--- src/hw/dpo_pkg.sv ---
// Constants shared by the digitizer pixel output port and its buffer.
//------------------------------------------------------------------------------
// Overview of operation
// - Works normally with reset pin tied high
// - Word clock: pixel rate, half in wide
// - Second clock output is word clock inverted
// - Primary and secondary byte bus per colour
// - Aligned line sync travels with pixel data
// - Aligned line sync strips composite content
// - Frame sync eight pixels after line trailing
// - Buffered horizontal sync forwards source unchanged
// - Composite: vertical sync held during disruption
//------------------------------------------------------------------------------
package dpo_pkg;
    // Pixel and buffer geometry
    localparam int PIX_W = 8;
    localparam int FIFO_DEPTH = 8;
    localparam int WORD_W = 2 + 3 * PIX_W;
    // Buffer word fields
    localparam int FW_HS = 25;
    localparam int FW_FS = 24;
    localparam int FW_R_LSB = 16;
    localparam int FW_G_LSB = 8;
    localparam int FW_B_LSB = 0;
    // Input synchroniser bus fields
    localparam int IN_W = 32;
    localparam int SB_PCLK = 31;
    localparam int SB_RSTN = 30;
    localparam int SB_HSYNC = 29;
    localparam int SB_SOG = 28;
    localparam int SB_VSYNC = 27;
    localparam int SB_SEL = 26;
    localparam int SB_COMP = 25;
    localparam int SB_WIDE = 24;
    // Line measurement
    localparam int LINE_CNT_W = 12;
    localparam logic [LINE_CNT_W-1:0] LINE_CNT_MAX = 12'hFFF;
    localparam logic [LINE_CNT_W-1:0] LINE_CNT_ZERO = 12'h000;
    localparam logic [LINE_CNT_W-1:0] LINE_CNT_ONE = 12'h001;
    // Frame sync delay after line sync trailing edge, in pixels
    localparam logic [3:0] FS_DELAY_PIX = 4'h8;
    // Reset pin minimum low time
    localparam int CORE_CLK_MHZ = 125;
    localparam int RST_LOW_MIN_US = 1;
    localparam int RST_LOW_MIN_CYC = RST_LOW_MIN_US * CORE_CLK_MHZ;
    localparam logic [7:0] RST_CNT_LAST = 8'(RST_LOW_MIN_CYC - 1);
    // Reset values
    localparam logic [PIX_W-1:0] PIX_RST = 8'h00;
    localparam logic [WORD_W-1:0] WORD_RST = 26'h0000000;
    localparam logic [IN_W-1:0] IN_RST = 32'h40000000;
endpackage

--- src/hw/dpo_fifo.sv ---
// Small synchronous FIFO with valid/ready on both sides.
`timescale 1ns/1ps
module dpo_fifo #(
    parameter int WIDTH = 26,
    parameter int DEPTH = 8
) (
    input wire logic core_clk_i,
    input wire logic rst_i,
    input wire logic [WIDTH-1:0] in_data_i,
    input wire logic in_valid_i,
    output logic in_ready_o,
    output logic [WIDTH-1:0] out_data_o,
    output logic out_valid_o,
    input wire logic out_ready_i
);
    localparam int AW = $clog2(DEPTH);

    logic [WIDTH-1:0] mem [DEPTH];
    logic [AW:0] wr_ptr_ff;
    logic [AW:0] rd_ptr_ff;
    logic push;
    logic pop;

    // Full when pointers differ only in the wrap bit
    assign in_ready_o = !((wr_ptr_ff[AW] != rd_ptr_ff[AW]) &&
                          (wr_ptr_ff[AW-1:0] == rd_ptr_ff[AW-1:0]));
    assign out_valid_o = (wr_ptr_ff != rd_ptr_ff);
    assign out_data_o = mem[rd_ptr_ff[AW-1:0]];
    assign push = in_valid_i && in_ready_o;
    assign pop = out_valid_o && out_ready_i;

    // Storage array, no reset needed
    always_ff @(posedge core_clk_i) begin
        if (push) begin
            mem[wr_ptr_ff[AW-1:0]] <= in_data_i;
        end
    end

    // Pointers
    always_ff @(posedge core_clk_i) begin
        if (rst_i) begin
            wr_ptr_ff <= '0;
            rd_ptr_ff <= '0;
        end else begin
            if (push) begin
                wr_ptr_ff <= wr_ptr_ff + 1'b1;
            end
            if (pop) begin
                rd_ptr_ff <= rd_ptr_ff + 1'b1;
            end
        end
    end
endmodule // dpo_fifo

--- src/hw/dpo_pixel_port.sv ---
// Pixel output port: sync processing, pixel buffering and output formatting.
`timescale 1ns/1ps
module dpo_pixel_port
    import dpo_pkg::*;
(
    input wire logic core_clk_i,
    input wire logic sys_rst_i,
    input wire logic reset_pin_n_i,
    input wire logic pixel_clk_i,
    input wire logic [PIX_W-1:0] red_i,
    input wire logic [PIX_W-1:0] green_i,
    input wire logic [PIX_W-1:0] blue_i,
    input wire logic hsync_in_i,
    input wire logic sync_on_green_input_i,
    input wire logic vsync_in_i,
    input wire logic sync_src_sog_i,
    input wire logic composite_mode_i,
    input wire logic wide_mode_i,
    output logic [PIX_W-1:0] red_pri_o,
    output logic [PIX_W-1:0] red_sec_o,
    output logic [PIX_W-1:0] grn_pri_o,
    output logic [PIX_W-1:0] grn_sec_o,
    output logic [PIX_W-1:0] blu_pri_o,
    output logic [PIX_W-1:0] blu_sec_o,
    output logic output_word_clock_o,
    output logic output_word_clock_n_o,
    output logic aligned_line_sync_o,
    output logic synthetic_frame_sync_o,
    output logic buffered_horizontal_sync_o,
    output logic buffered_vertical_sync_o
);
    //--------------------------------------------------------------------------
    // Declarations
    //--------------------------------------------------------------------------
    logic [IN_W-1:0] sync1_ff;
    logic [IN_W-1:0] sync2_ff;
    logic pclk_d_ff;
    logic pix_rise;
    logic pix_fall;
    logic sel_s;
    logic vsync_s;
    logic comp_s;
    logic wide_s;
    logic pin_n_s;
    logic [7:0] rst_cnt_ff;
    logic pin_rst_ff;
    logic rst_int;
    logic prev_sel_ff;
    logic lead;
    logic trail;
    logic accept;
    logic reject;
    logic broad;
    logic [LINE_CNT_W-1:0] line_cnt_ff;
    logic [LINE_CNT_W-1:0] period_ff;
    logic [LINE_CNT_W-1:0] thr;
    logic [LINE_CNT_W-1:0] width_cnt_ff;
    logic [LINE_CNT_W-1:0] nom_w_ff;
    logic hs_al_ff;
    logic nxt_hs_al;
    logic line_bad_ff;
    logic disrupt_ff;
    logic vs_src;
    logic vs_src_d_ff;
    logic arm_ff;
    logic [3:0] fs_cnt_ff;
    logic fs_ff;
    logic nxt_fs;
    logic [WORD_W-1:0] cap_word_ff;
    logic cap_vld_ff;
    logic fifo_in_ready;
    logic [WORD_W-1:0] fifo_word;
    logic fifo_valid;
    logic pop_en;
    logic phase_ff;
    logic [WORD_W-1:0] stage_ff;

    //--------------------------------------------------------------------------
    // Input synchronisers and pixel clock edges
    //--------------------------------------------------------------------------
    // Two flops on every pin; pixel data and clock share latency
    always_ff @(posedge core_clk_i) begin
        if (sys_rst_i) begin
            sync1_ff <= IN_RST;
            sync2_ff <= IN_RST;
        end else begin
            sync1_ff <= {pixel_clk_i, reset_pin_n_i, hsync_in_i, sync_on_green_input_i,
                         vsync_in_i, sync_src_sog_i, composite_mode_i, wide_mode_i,
                         red_i, green_i, blue_i};
            sync2_ff <= sync1_ff;
        end
    end

    // Edge detect on the sampled pixel clock
    always_ff @(posedge core_clk_i) begin
        if (sys_rst_i) begin
            pclk_d_ff <= 1'b0;
        end else begin
            pclk_d_ff <= sync2_ff[SB_PCLK];
        end
    end

    assign pix_rise = sync2_ff[SB_PCLK] && !pclk_d_ff;
    assign pix_fall = !sync2_ff[SB_PCLK] && pclk_d_ff;
    assign sel_s = sync2_ff[SB_SEL] ? sync2_ff[SB_SOG] : sync2_ff[SB_HSYNC];
    assign vsync_s = sync2_ff[SB_VSYNC];
    assign comp_s = sync2_ff[SB_COMP];
    assign wide_s = sync2_ff[SB_WIDE];
    assign pin_n_s = sync2_ff[SB_RSTN];

    //--------------------------------------------------------------------------
    // Reset pin filter
    //--------------------------------------------------------------------------
    // Minimum low time
    // Tied-high pin never resets
    // Short glitches on the pin are ignored; only a low held for 125 core cycles resets the port
    always_ff @(posedge core_clk_i) begin
        if (sys_rst_i || pin_n_s) begin
            rst_cnt_ff <= 8'h00;
            pin_rst_ff <= 1'b0;
        end else if (rst_cnt_ff == RST_CNT_LAST) begin
            pin_rst_ff <= 1'b1;
        end else begin
            rst_cnt_ff <= rst_cnt_ff + 8'h01;
        end
    end

    assign rst_int = sys_rst_i || pin_rst_ff;

    //--------------------------------------------------------------------------
    // Line sync separation, at pixel rate
    //--------------------------------------------------------------------------
    assign lead = pix_rise && sel_s && !prev_sel_ff;
    assign trail = pix_rise && !sel_s && prev_sel_ff;
    assign thr = period_ff - (period_ff >> 2);
    // Reject half-line edges
    // Serration and equalising edges arrive well before a full line
    assign accept = lead && (!comp_s || (period_ff == LINE_CNT_ZERO) || (line_cnt_ff >= thr));
    assign reject = lead && !accept;
    assign broad = comp_s && (nom_w_ff != LINE_CNT_ZERO) &&
                   ({1'b0, width_cnt_ff} > {nom_w_ff, 1'b0});

    // Aligned line sync next value
    always_comb begin
        nxt_hs_al = hs_al_ff;
        if (accept) begin
            nxt_hs_al = 1'b1;
        end else if (trail) begin
            nxt_hs_al = 1'b0;
        end else if (pix_rise && comp_s && (nom_w_ff != LINE_CNT_ZERO) &&
                     (width_cnt_ff >= nom_w_ff)) begin
            nxt_hs_al = 1'b0;
        end
    end

    // Line period and pulse width measurement
    always_ff @(posedge core_clk_i) begin
        if (rst_int) begin
            prev_sel_ff <= 1'b0;
            line_cnt_ff <= LINE_CNT_ZERO;
            period_ff <= LINE_CNT_ZERO;
            width_cnt_ff <= LINE_CNT_ZERO;
            nom_w_ff <= LINE_CNT_ZERO;
            hs_al_ff <= 1'b0;
        end else if (pix_rise) begin
            prev_sel_ff <= sel_s;
            hs_al_ff <= nxt_hs_al;
            if (accept) begin
                line_cnt_ff <= LINE_CNT_ONE;
                if (!line_bad_ff) begin
                    period_ff <= line_cnt_ff;
                end
            end else if (line_cnt_ff != LINE_CNT_MAX) begin
                line_cnt_ff <= line_cnt_ff + LINE_CNT_ONE;
            end
            if (lead) begin
                width_cnt_ff <= LINE_CNT_ONE;
            end else if (sel_s && (width_cnt_ff != LINE_CNT_MAX)) begin
                width_cnt_ff <= width_cnt_ff + LINE_CNT_ONE;
            end
            // Learn nominal width only from clean lines
            if (trail && !line_bad_ff && !broad) begin
                nom_w_ff <= width_cnt_ff;
            end
        end
    end

    // Disruption tracking
    // A bad event sets at once and wins; a clean line clears at its end
    always_ff @(posedge core_clk_i) begin
        if (rst_int) begin
            line_bad_ff <= 1'b0;
            disrupt_ff <= 1'b0;
        end else if (pix_rise && (reject || (trail && broad))) begin
            line_bad_ff <= 1'b1;
            disrupt_ff <= 1'b1;
        end else if (accept) begin
            disrupt_ff <= line_bad_ff;
            line_bad_ff <= 1'b0;
        end
    end

    //--------------------------------------------------------------------------
    // Synthetic frame sync
    //--------------------------------------------------------------------------
    assign vs_src = comp_s ? disrupt_ff : vsync_s;

    always_comb begin
        nxt_fs = fs_ff;
        if (pix_rise && (fs_cnt_ff == FS_DELAY_PIX)) begin
            nxt_fs = arm_ff;
        end
    end

    // Armed by a frame start, fires once per frame for one line
    always_ff @(posedge core_clk_i) begin
        if (rst_int) begin
            vs_src_d_ff <= 1'b0;
            arm_ff <= 1'b0;
            fs_cnt_ff <= 4'h0;
            fs_ff <= 1'b0;
        end else begin
            vs_src_d_ff <= vs_src;
            fs_ff <= nxt_fs;
            if (vs_src && !vs_src_d_ff) begin
                arm_ff <= 1'b1;
            end else if (pix_rise && (fs_cnt_ff == FS_DELAY_PIX)) begin
                arm_ff <= 1'b0;
            end
            if (pix_rise) begin
                if (hs_al_ff && !nxt_hs_al) begin
                    fs_cnt_ff <= 4'h1;
                end else if (fs_cnt_ff == FS_DELAY_PIX) begin
                    fs_cnt_ff <= 4'h0;
                end else if (fs_cnt_ff != 4'h0) begin
                    fs_cnt_ff <= fs_cnt_ff + 4'h1;
                end
            end
        end
    end

    //--------------------------------------------------------------------------
    // Capture into the buffer
    //--------------------------------------------------------------------------
    // Sync flags ride with pixel
    // Held until the buffer accepts or the next pixel overwrites it; a full buffer does not stall capture
    always_ff @(posedge core_clk_i) begin
        if (rst_int) begin
            cap_word_ff <= WORD_RST;
            cap_vld_ff <= 1'b0;
        end else if (pix_rise) begin
            cap_word_ff <= {nxt_hs_al, nxt_fs, sync2_ff[3*PIX_W-1:0]};
            cap_vld_ff <= 1'b1;
        end else if (fifo_in_ready) begin
            cap_vld_ff <= 1'b0;
        end
    end

    dpo_fifo #(
        .WIDTH(WORD_W),
        .DEPTH(FIFO_DEPTH)
    ) u_fifo (
        .core_clk_i(core_clk_i),
        .rst_i(rst_int),
        .in_data_i(cap_word_ff),
        .in_valid_i(cap_vld_ff),
        .in_ready_o(fifo_in_ready),
        .out_data_o(fifo_word),
        .out_valid_o(fifo_valid),
        .out_ready_i(pix_fall)
    );

    // Drain only on pixel falling edges so data is stable at word clock rise
    assign pop_en = pix_fall && fifo_valid;

    //--------------------------------------------------------------------------
    // Output formatter
    //--------------------------------------------------------------------------
    // Six byte buses
    always_ff @(posedge core_clk_i) begin
        if (rst_int) begin
            phase_ff <= 1'b0;
            stage_ff <= WORD_RST;
            red_pri_o <= PIX_RST;
            grn_pri_o <= PIX_RST;
            blu_pri_o <= PIX_RST;
            red_sec_o <= PIX_RST;
            grn_sec_o <= PIX_RST;
            blu_sec_o <= PIX_RST;
            aligned_line_sync_o <= 1'b0;
            synthetic_frame_sync_o <= 1'b0;
        end else if (pop_en && !wide_s) begin
            phase_ff <= 1'b0;
            red_pri_o <= fifo_word[FW_R_LSB +: PIX_W];
            grn_pri_o <= fifo_word[FW_G_LSB +: PIX_W];
            blu_pri_o <= fifo_word[FW_B_LSB +: PIX_W];
            red_sec_o <= PIX_RST;
            grn_sec_o <= PIX_RST;
            blu_sec_o <= PIX_RST;
            aligned_line_sync_o <= fifo_word[FW_HS];
            synthetic_frame_sync_o <= fifo_word[FW_FS];
        end else if (pop_en && !phase_ff) begin
            phase_ff <= 1'b1;
            stage_ff <= fifo_word;
        end else if (pop_en) begin
            phase_ff <= 1'b0;
            red_pri_o <= stage_ff[FW_R_LSB +: PIX_W];
            grn_pri_o <= stage_ff[FW_G_LSB +: PIX_W];
            blu_pri_o <= stage_ff[FW_B_LSB +: PIX_W];
            red_sec_o <= fifo_word[FW_R_LSB +: PIX_W];
            grn_sec_o <= fifo_word[FW_G_LSB +: PIX_W];
            blu_sec_o <= fifo_word[FW_B_LSB +: PIX_W];
            aligned_line_sync_o <= stage_ff[FW_HS] || fifo_word[FW_HS];
            synthetic_frame_sync_o <= stage_ff[FW_FS] || fifo_word[FW_FS];
        end
    end

    always_ff @(posedge core_clk_i) begin
        if (rst_int) begin
            output_word_clock_o <= 1'b0;
            output_word_clock_n_o <= 1'b1;
        end else if (!wide_s) begin
            output_word_clock_o <= sync2_ff[SB_PCLK];
            output_word_clock_n_o <= !sync2_ff[SB_PCLK];
        end else if (pop_en) begin
            output_word_clock_o <= !phase_ff;
            output_word_clock_n_o <= phase_ff;
        end
    end

    always_ff @(posedge core_clk_i) begin
        if (rst_int) begin
            buffered_horizontal_sync_o <= 1'b0;
            buffered_vertical_sync_o <= 1'b0;
        end else begin
            buffered_horizontal_sync_o <= sel_s;
            buffered_vertical_sync_o <= vs_src;
        end
    end

    //--------------------------------------------------------------------------
    // Assertions
    //--------------------------------------------------------------------------
    logic [2:0] fall_cnt_ff;
    logic wc_seen_ff;

    // Pixel falls since last word clock fall, for the wide-rate check
    always_ff @(posedge core_clk_i) begin
        if (rst_int) begin
            fall_cnt_ff <= 3'h0;
            wc_seen_ff <= 1'b0;
        end else if (output_word_clock_o && !(output_word_clock_o && pop_en && phase_ff)) begin
            fall_cnt_ff <= (pix_fall && fall_cnt_ff != 3'h7) ? fall_cnt_ff + 3'h1 : fall_cnt_ff;
        end else if (pop_en && phase_ff) begin
            fall_cnt_ff <= 3'h1;
            wc_seen_ff <= 1'b1;
        end else if (pix_fall && fall_cnt_ff != 3'h7) begin
            fall_cnt_ff <= fall_cnt_ff + 3'h1;
        end
    end
endmodule // dpo_pixel_port

--- config.mk ---
export PLATFORM = sky130hd
export DESIGN_NAME = dpo_pixel_port
export DESIGN_NICKNAME = d
export VERILOG_FILES = /design/src/hw/dpo_pkg.sv /design/src/hw/dpo_fifo.sv /design/src/hw/dpo_pixel_port.sv
export SDC_FILE = /design/constraint.sdc
export NUM_CORES = 1
export LEC_CHECK = 0
export BUFFER_PORTS_ARGS = -buffer_cell sky130_fd_sc_hd__clkbuf_2
export CELL_PAD_IN_SITES_DETAIL_PLACEMENT = 1
export CELL_PAD_IN_SITES_GLOBAL_PLACEMENT = 2
export CORE_ASPECT_RATIO = 0.9
export CORE_UTILIZATION = 41
export CTS_CLUSTER_SIZE = 30
export DETAILED_ROUTE_END_ITERATION = 16
export HOLD_SLACK_MARGIN = 0.1
export MAX_ROUTING_LAYER = met4
export PLACE_DENSITY_LB_ADDON = 0.1
export SLEW_MARGIN = 20
export SYNTH_ARGS = -nofsm -noshare
export SYNTH_HDL_FRONTEND = slang
export SYNTH_SLANG_ARGS = --single-unit
--- constraint.sdc ---
create_clock -name core_clk_i -period 10.57 [get_ports core_clk_i]
set_input_delay 2.6425 -clock core_clk_i [delete_from_list [all_inputs] [get_ports core_clk_i]]
set_output_delay 2.6425 -clock core_clk_i [all_outputs]
set_load 0.05 [all_outputs]
Word level (Yosys, flattened, before mapping)

Memory sizes are Yosys's and may differ from the RTL's. A register that Yosys moved wholly into a read port is not among the register bits.
Index checks and enable logic that the tools add are counted.

Register bits: 248
Bits in latches: 0
RAM bits: 208
Memory bits (read-only): 0
Bits of input ports: 34
Output and inout bits: 54
Word-level logic and storage cells: 169
Memories: 1

$add $sub $neg: 7
Multipliers: 0
Div/mod/pow operators: 0
Magnitude comparators: 3
Equality and inequality tests: 10
Shift-type cells: 0
Mux-type cells: 46
Bitwise logic cells: 3
Reductions and logical operators: 65

Memories:

| name       | depth | width | read ports | clocked after memory_dff | write ports | RTL line       | RTL |
|---|---|---|---|---|---|---|---|
| u_fifo.mem | 8     | 26    | 1          | 1                        | 1           | dpo_fifo.sv:18 | `logic [WIDTH-1:0] mem [DEPTH];` |

Operators with widths:

| cell                                                             | count |
|---|---|
| 8-bit two-way mux                                                | 9 |
| 12-bit two-way mux                                               | 4 |
| 1-bit two-way mux                                                | 28 |
| 1-bit logical AND                                                | 26 |
| 12-bit by 1-bit adder with 12-bit output (second input constant) | 2 |
| 12-bit greater-or-equal comparator                               | 2 |
| 12-bit != test (second input constant)                           | 2 |
| 2-bit AND reduction                                              | 7 |
| 12-bit by 13-bit > comparator with 1-bit output                  | 1 |
| 1-bit logical NOT                                                | 13 |
| 4-bit by 1-bit adder with 4-bit output (second input constant)   | 3 |
| 12-bit logical NOT                                               | 1 |
| 4-bit two-way mux                                                | 3 |
| 12-bit nonzero test                                              | 1 |
| 2-bit nonzero test                                               | 6 |
| 12-bit by 10-bit subtractor with 12-bit output                   | 1 |
| 8-bit by 1-bit adder with 8-bit output (second input constant)   | 1 |
| 8-bit by 7-bit == test with 1-bit output (second input constant) | 1 |
| 1-bit logical OR                                                 | 7 |
| 3-bit two-way mux                                                | 2 |
| 4-bit == test (second input constant)                            | 1 |
| 2-bit != test (second input constant)                            | 2 |
| 4-bit != test                                                    | 1 |
| 4-bit nonzero test                                               | 1 |
| other kinds (7)                                                  | 9 |

Depth between registers and ports, before layout

Word-level depth: 12
Depth in mapped cells: 20
Mapped depth without buffers: 19

Modules after synthesis

From an unflattened synthesis, not the netlist that was laid out.

Cell total of the unflattened synthesis: 1544
Area total of the unflattened synthesis: 18480.2 um^2

Modules (own cells, without submodules):

| module         | times used | cells an instance | area each (um^2) | seq. area each (um^2) |
|---|---|---|---|---|
| dpo_pixel_port | 1          | 1158              | 9919.5           | 4784.6 |
| dpo_fifo       | 1          | 386               | 8560.7           | 6466.2 |

Least setup slack after synthesis

OpenSTA, ideal clock, no wires.

Kind: reg-to-reg
Start: reg period_ff[2]
End: reg fs_cnt_ff[2]
Library setup time: 120 ps
Arrival: 4032 ps
Required time: 10450 ps
Slack: 6419 ps
Cell stages (with the launch flop): 19
Buffers on the path: 0
Period minus slack after synthesis: 4151 ps
Path through: dfxtp_1 > ha_1 > inv_1 > fa_1 > a21o_1 > a21oi_1 > o21bai_1 > a21o_1 > a31o_2 > a21oi_1 > xnor2_1 > ha_1 > a21o_1 > a2111oi_2 > a21oi_1 > nor3_4 > o211a_4 > nor4b_2 > a211o_1

Word-level cells in the longest chain between the ends: 9
Elaborated cells on any way between the ends: 12
Those cells by class: 1 x add/sub; 1 x order compare; 2 x mux; 8 x reduce/logical

Ends and longest elaborated chain:

| item                                                                                        | RTL line                                     | RTL |
|---|---|---|
| start: declaration                                                                          | dpo_pixel_port.sv:55                         | `logic [LINE_CNT_W-1:0] period_ff;` |
| start signal: assignment                                                                    | dpo_pixel_port.sv:171                        | `period_ff <= line_cnt_ff;` |
| 12-bit by 10-bit subtractor with 12-bit output / 12-bit logical NOT (equally long branches) | dpo_pixel_port.sv:135, dpo_pixel_port.sv:138 |  |
| 12-bit greater-or-equal comparator / 1-bit logical OR (equally long branches)               | dpo_pixel_port.sv:138                        | `assign accept = lead && (!comp_s \|\| (period_ff == LINE_CNT_ZERO) \|\| (line_cnt_ff >= thr));` |
| 1-bit logical OR *                                                                          | dpo_pixel_port.sv:138                        |  |
| 1-bit logical AND *                                                                         | dpo_pixel_port.sv:138                        |  |
| 1-bit two-way mux *                                                                         | dpo_pixel_port.sv:146                        | `if (accept) begin` |
| 1-bit logical NOT *                                                                         | dpo_pixel_port.sv:231                        | `if (hs_al_ff && !nxt_hs_al) begin` |
| 1-bit logical AND *                                                                         | dpo_pixel_port.sv:231                        |  |
| 3-bit nonzero test (no source line)                                                         | n/a                                          |  |
| 2-bit AND reduction (no source line)                                                        | n/a                                          |  |
| end signal: assignment                                                                      | dpo_pixel_port.sv:236                        | `fs_cnt_ff <= fs_cnt_ff + 4'h1;` |
| end: declaration                                                                            | dpo_pixel_port.sv:66                         | `logic [3:0] fs_cnt_ff;` |

Mark *: on every way between the ends. The rest lies on a longest branch, timed or not.
A chain may end at the register's enable or synchronous reset.

Worst setup path after layout

Ends and elaborated chain as after synthesis.

==> flow_summary.json <==
{
  "post_synth_instance_area_mm2": 0.0181,
  "startpoint_type": "register",
  "maximum_number_of_pins_on_one_net_before_global_route_repair": 74,
  "setup_viol_count_final": 0,
  "final_nets": 1638,
  "cellPowerDensity_mw_per_mm2": 177,
  "setup.worst_path.class": "reg2reg",
  "n_antenna_cell": 0,
  "worst_hold_path_type": "reg2reg",
  "place.gp.congestion": 0.751,
  "areaGrowthSynthToFinish_pct": 15.1,
  "worstRegToRegCells": 19,
  "mappedNetlistNets": 1564,
  "synthTopCellsByArea": "sky130_fd_sc_hd__edfxtp_1 34%, sky130_fd_sc_hd__dfxtp_1 28%, sky130_fd_sc_hd__mux4_2 6.5%",
  "synth.top_cells.by_count": "250 x sky130_fd_sc_hd__dfxtp_1, 208 x sky130_fd_sc_hd__edfxtp_1, 119 x sky130_fd_sc_hd__nor2_1",
  "clock_insertion_delay_worst_skew_ns": 0.60,
  "grt_pass1_vias": 11600,
  "power.combinational.fraction_pct": 1.9,
  "mapped_avg_cell_area_um2": 12.3,
  "synth_cells": 1476,
  "die_width_um": 224,
  "floorplan.core_area_mm2": 0.0433,
  "leak_nw": 7.20,
  "portBuffers": 87,
  "final-max-slew-violation-count": 0,
  "detail_route.first_pass.iterations": 4,
  "cell_internal_pwr_w": 0.00293,
  "detail_route.iter0.violations": 633,
  "p_switching_w": 0.000770,
  "layout.cell_area.non_filler_mm2": 0.0209,
  "post-cts-setup-buffer-count": 0,
  "finalSetupTns_ns": 0,
  "outcome": "finished clean",
  "rows": 72,
  "min_delay_startpoint": "sync1_ff[30]$_SDFF_PP1_",
  "dpl_cell_area_mm2": 0.0192,
  "slew_headroom_pct": 28.1,
  "vias": 11400,
  "tightestPinTransition_ns": 1.07,
  "clock-root-buffer": "sky130_fd_sc_hd__clkbuf_16",
  "grt_first_pass_wirelength_um": 66700,
  "period_utilisation_layout_pct": 46.4,
  "power_switching_share_pct": 20.8,
  "synth.top_cell.area_share_pct": 34.4,
  "seqPwrFrac_pct": 50.4,
  "synthMostInstantiatedCell": "sky130_fd_sc_hd__dfxtp_1",
  "finish.cell_count_without_fillers": 2182,
  "numClockSinks": 458,
  "critical_path.max_fanout": 20,
  "hold_path_end": "sync2_ff[30]$_SDFF_PP1_",
  "finalWirelength_um": 41800,
  "max_clock_freq_mhz": 204,
  "async_reset_ff_share_pct": 0,
  "crit_required_ns": 11.03,
  "drc_errors": 0,
  "ctsHtreeMaxLevel": 2,
  "end_kind": "register",
  "timing.reg2reg.setup_slack_ns": 5.67,
  "number_of_synthesized_flops_with_an_enable_pin": 208,
  "post_layout_util_pct": 48.2,
  "r2r_end": "fs_cnt_ff[2]$_SDFFE_PP0P_",
  "synth_cell_type_count": 65,
  "grt_usage_pct": 19.5,
  "yosys_warnings": 0,
  "clock-skew-final_ns": 0.0274,
  "grt_antenna_before_repair": 0,
  "nFillCells": 4490,
  "rsz0062_at_grt": "no",
  "peakVddDrop_uv": 112,
  "cp.arrival_ns": 5.36,
  "die_h_um": 202,
  "post_route_cells_drive_above_1_share_pct": 17.0,
  "final_hold_viol_count": 0,
  "timing.hold.worst_path_depth": 1,
  "vias_per_inst": 5.23,
  "clock_tree_buf_depth": 3,
  "io-pin-count": 88,
  "wire_per_inst_um": 19.2,
  "floorplan.die_area_mm2": 0.0451,
  "cts_hold_buffers": 0,
  "clock_tree_from_tritoncts": "yes",
  "cap_violations": 0,
  "global_route_congestion_overflow_total": 0,
  "cts_inserted_buffers": 49,
  "synth_seq_cells": 458,
  "path_clk_slew_ns": 0.06,
  "clkPwrFrac_pct": 47.6,
  "antenna_violating_nets_post_route": 0,
  "regToRegStartpoint": "period_ff[2]$_SDFFE_PP0P_",
  "synth_flop_cell": "sky130_fd_sc_hd__dfxtp_1",
  "dpl.cell_count": 2091,
  "dp_wirelength_um": 26700,
  "post_cts.resized_instances": 0,
  "synth_seq_area_share_pct": 62.0,
  "min_period_ns": 4.90,
  "yosys.area.top_type": "sky130_fd_sc_hd__edfxtp_1",
  "floorplan.initialDensity_pct": 41.9
}
flip-flops by register name, indices dropped and copies added (netlist names), 12 cells and up, named ones only:
name and count:
nom_w_ff 12, sync2_ff 32, line_cnt_ff 12, u_fifo.mem 208
sync1_ff 32, cap_word_ff 25, stage_ff 26, period_ff 12
width_cnt_ff 12
layout by cell type (no fill, tap or decap), drive strengths merged, types with 11 or more instances in the layout:
cell type  instances
clkinv            18
xor2              14
buf               19
nand4             12
a211oi            57
clkbuf           154
ha                53
nor3              11
a21oi            111
mux2i             30
nand2            117
mux4              52
inv               45
o21ai             73
xnor2             24
edfxtp           208
dfxtp            250
nand3             29
o31ai             26
nor2b             68
nor2             120
worst max path at each step:
| stage | slack (ns) | startpoint | end |
|---|---|---|---|
| after global routing | 5.34 | period_ff[2]$_SDFFE_PP0P_ | fs_cnt_ff[2]$_SDFFE_PP0P_ |
| after global placement | 5.35 | sys_rst_i | fs_cnt_ff[2]$_SDFFE_PP0P_ |
| after CTS | 5.64 | period_ff[2]$_SDFFE_PP0P_ | fs_cnt_ff[2]$_SDFFE_PP0P_ |
| after floorplan | 6.42 | period_ff[2]$_SDFFE_PP0P_ | fs_cnt_ff[2]$_SDFFE_PP0P_ |
| after detailed placement | 5.31 | sys_rst_i | fs_cnt_ff[2]$_SDFFE_PP0P_ |
| final | 5.67 | period_ff[2]$_SDFFE_PP0P_ | fs_cnt_ff[2]$_SDFFE_PP0P_ |
stage by stage:
step / setup slack, ns / hold slack, ns / power (W)
after floorplan: 6.42 / 0.389 / 0.00195
after global placement: 5.35 / 0.395 / 0.00198
after detailed placement: 5.31 / 0.395 / 0.00198
after CTS: 5.64 / 0.406 / 0.00375
after global routing: 5.34 / 0.428 / 0.00382
final: 5.67 / 0.406 / 0.00370
power groups by stage:
stage / combinational [W] / sequential [W] / clock [W]
after global routing: 0.0000790 / 0.00187 / 0.00187
after floorplan: 0.0000446 / 0.00190 / 0
after global placement: 0.0000709 / 0.00191 / 0
final: 0.0000708 / 0.00187 / 0.00176
after detailed placement: 0.0000723 / 0.00191 / 0
after CTS: 0.0000726 / 0.00187 / 0.00181
worst max-delay path, cell delays in order (launching register included):
cell,delay (ns)
sky130_fd_sc_hd__dfxtp_1,0.38
sky130_fd_sc_hd__ha_1,0.18
sky130_fd_sc_hd__inv_1,0.05
sky130_fd_sc_hd__fa_1,0.40
sky130_fd_sc_hd__a21o_1,0.18
sky130_fd_sc_hd__a21oi_1,0.25
sky130_fd_sc_hd__o21bai_1,0.13
sky130_fd_sc_hd__a21o_1,0.21
sky130_fd_sc_hd__a31o_2,0.23
sky130_fd_sc_hd__a21oi_1,0.18
sky130_fd_sc_hd__xnor2_1,0.15
sky130_fd_sc_hd__ha_1,0.27
sky130_fd_sc_hd__a21o_1,0.20
sky130_fd_sc_hd__a2111oi_2,0.43
sky130_fd_sc_hd__a21oi_1,0.17
sky130_fd_sc_hd__nor3_4,0.39
sky130_fd_sc_hd__buf_4,0.37
sky130_fd_sc_hd__o211a_4,0.25
sky130_fd_sc_hd__nor4b_2,0.05
sky130_fd_sc_hd__a211o_1,0.29
cell families after synthesis:
kind of cell    Yosys count  share of synthesized area [%]
compound gates          306                           10.5
xor+xnor                 38                           1.83
fa+ha+maj                54                           3.77
buf+inv                 128                           2.81
flops                   458                           62.0
mux                      83                           8.17
simple gates            409                           10.9
cell type report:
cell class	count	area [um2]	area share [%]
clock buffer	67	1400	6.69
clock inverter	24	292	1.40
inverter	45	169	0.809
multi-input combinational	890	6450	30.9
sequential	458	11300	53.9
tap	592	741	3.55
timing repair buffer	106	578	2.77
layer usage:
metal,vias to the layer above,part of all wire [%],GRT usage [%]
li1,5529,-,-
met1,5663,52,28.9
met2,172,42,27.7
met3,50,3.5,3.20
met4,0,1.6,5.19
met5,-,0,-
Power figures use the tool's default switching activity.
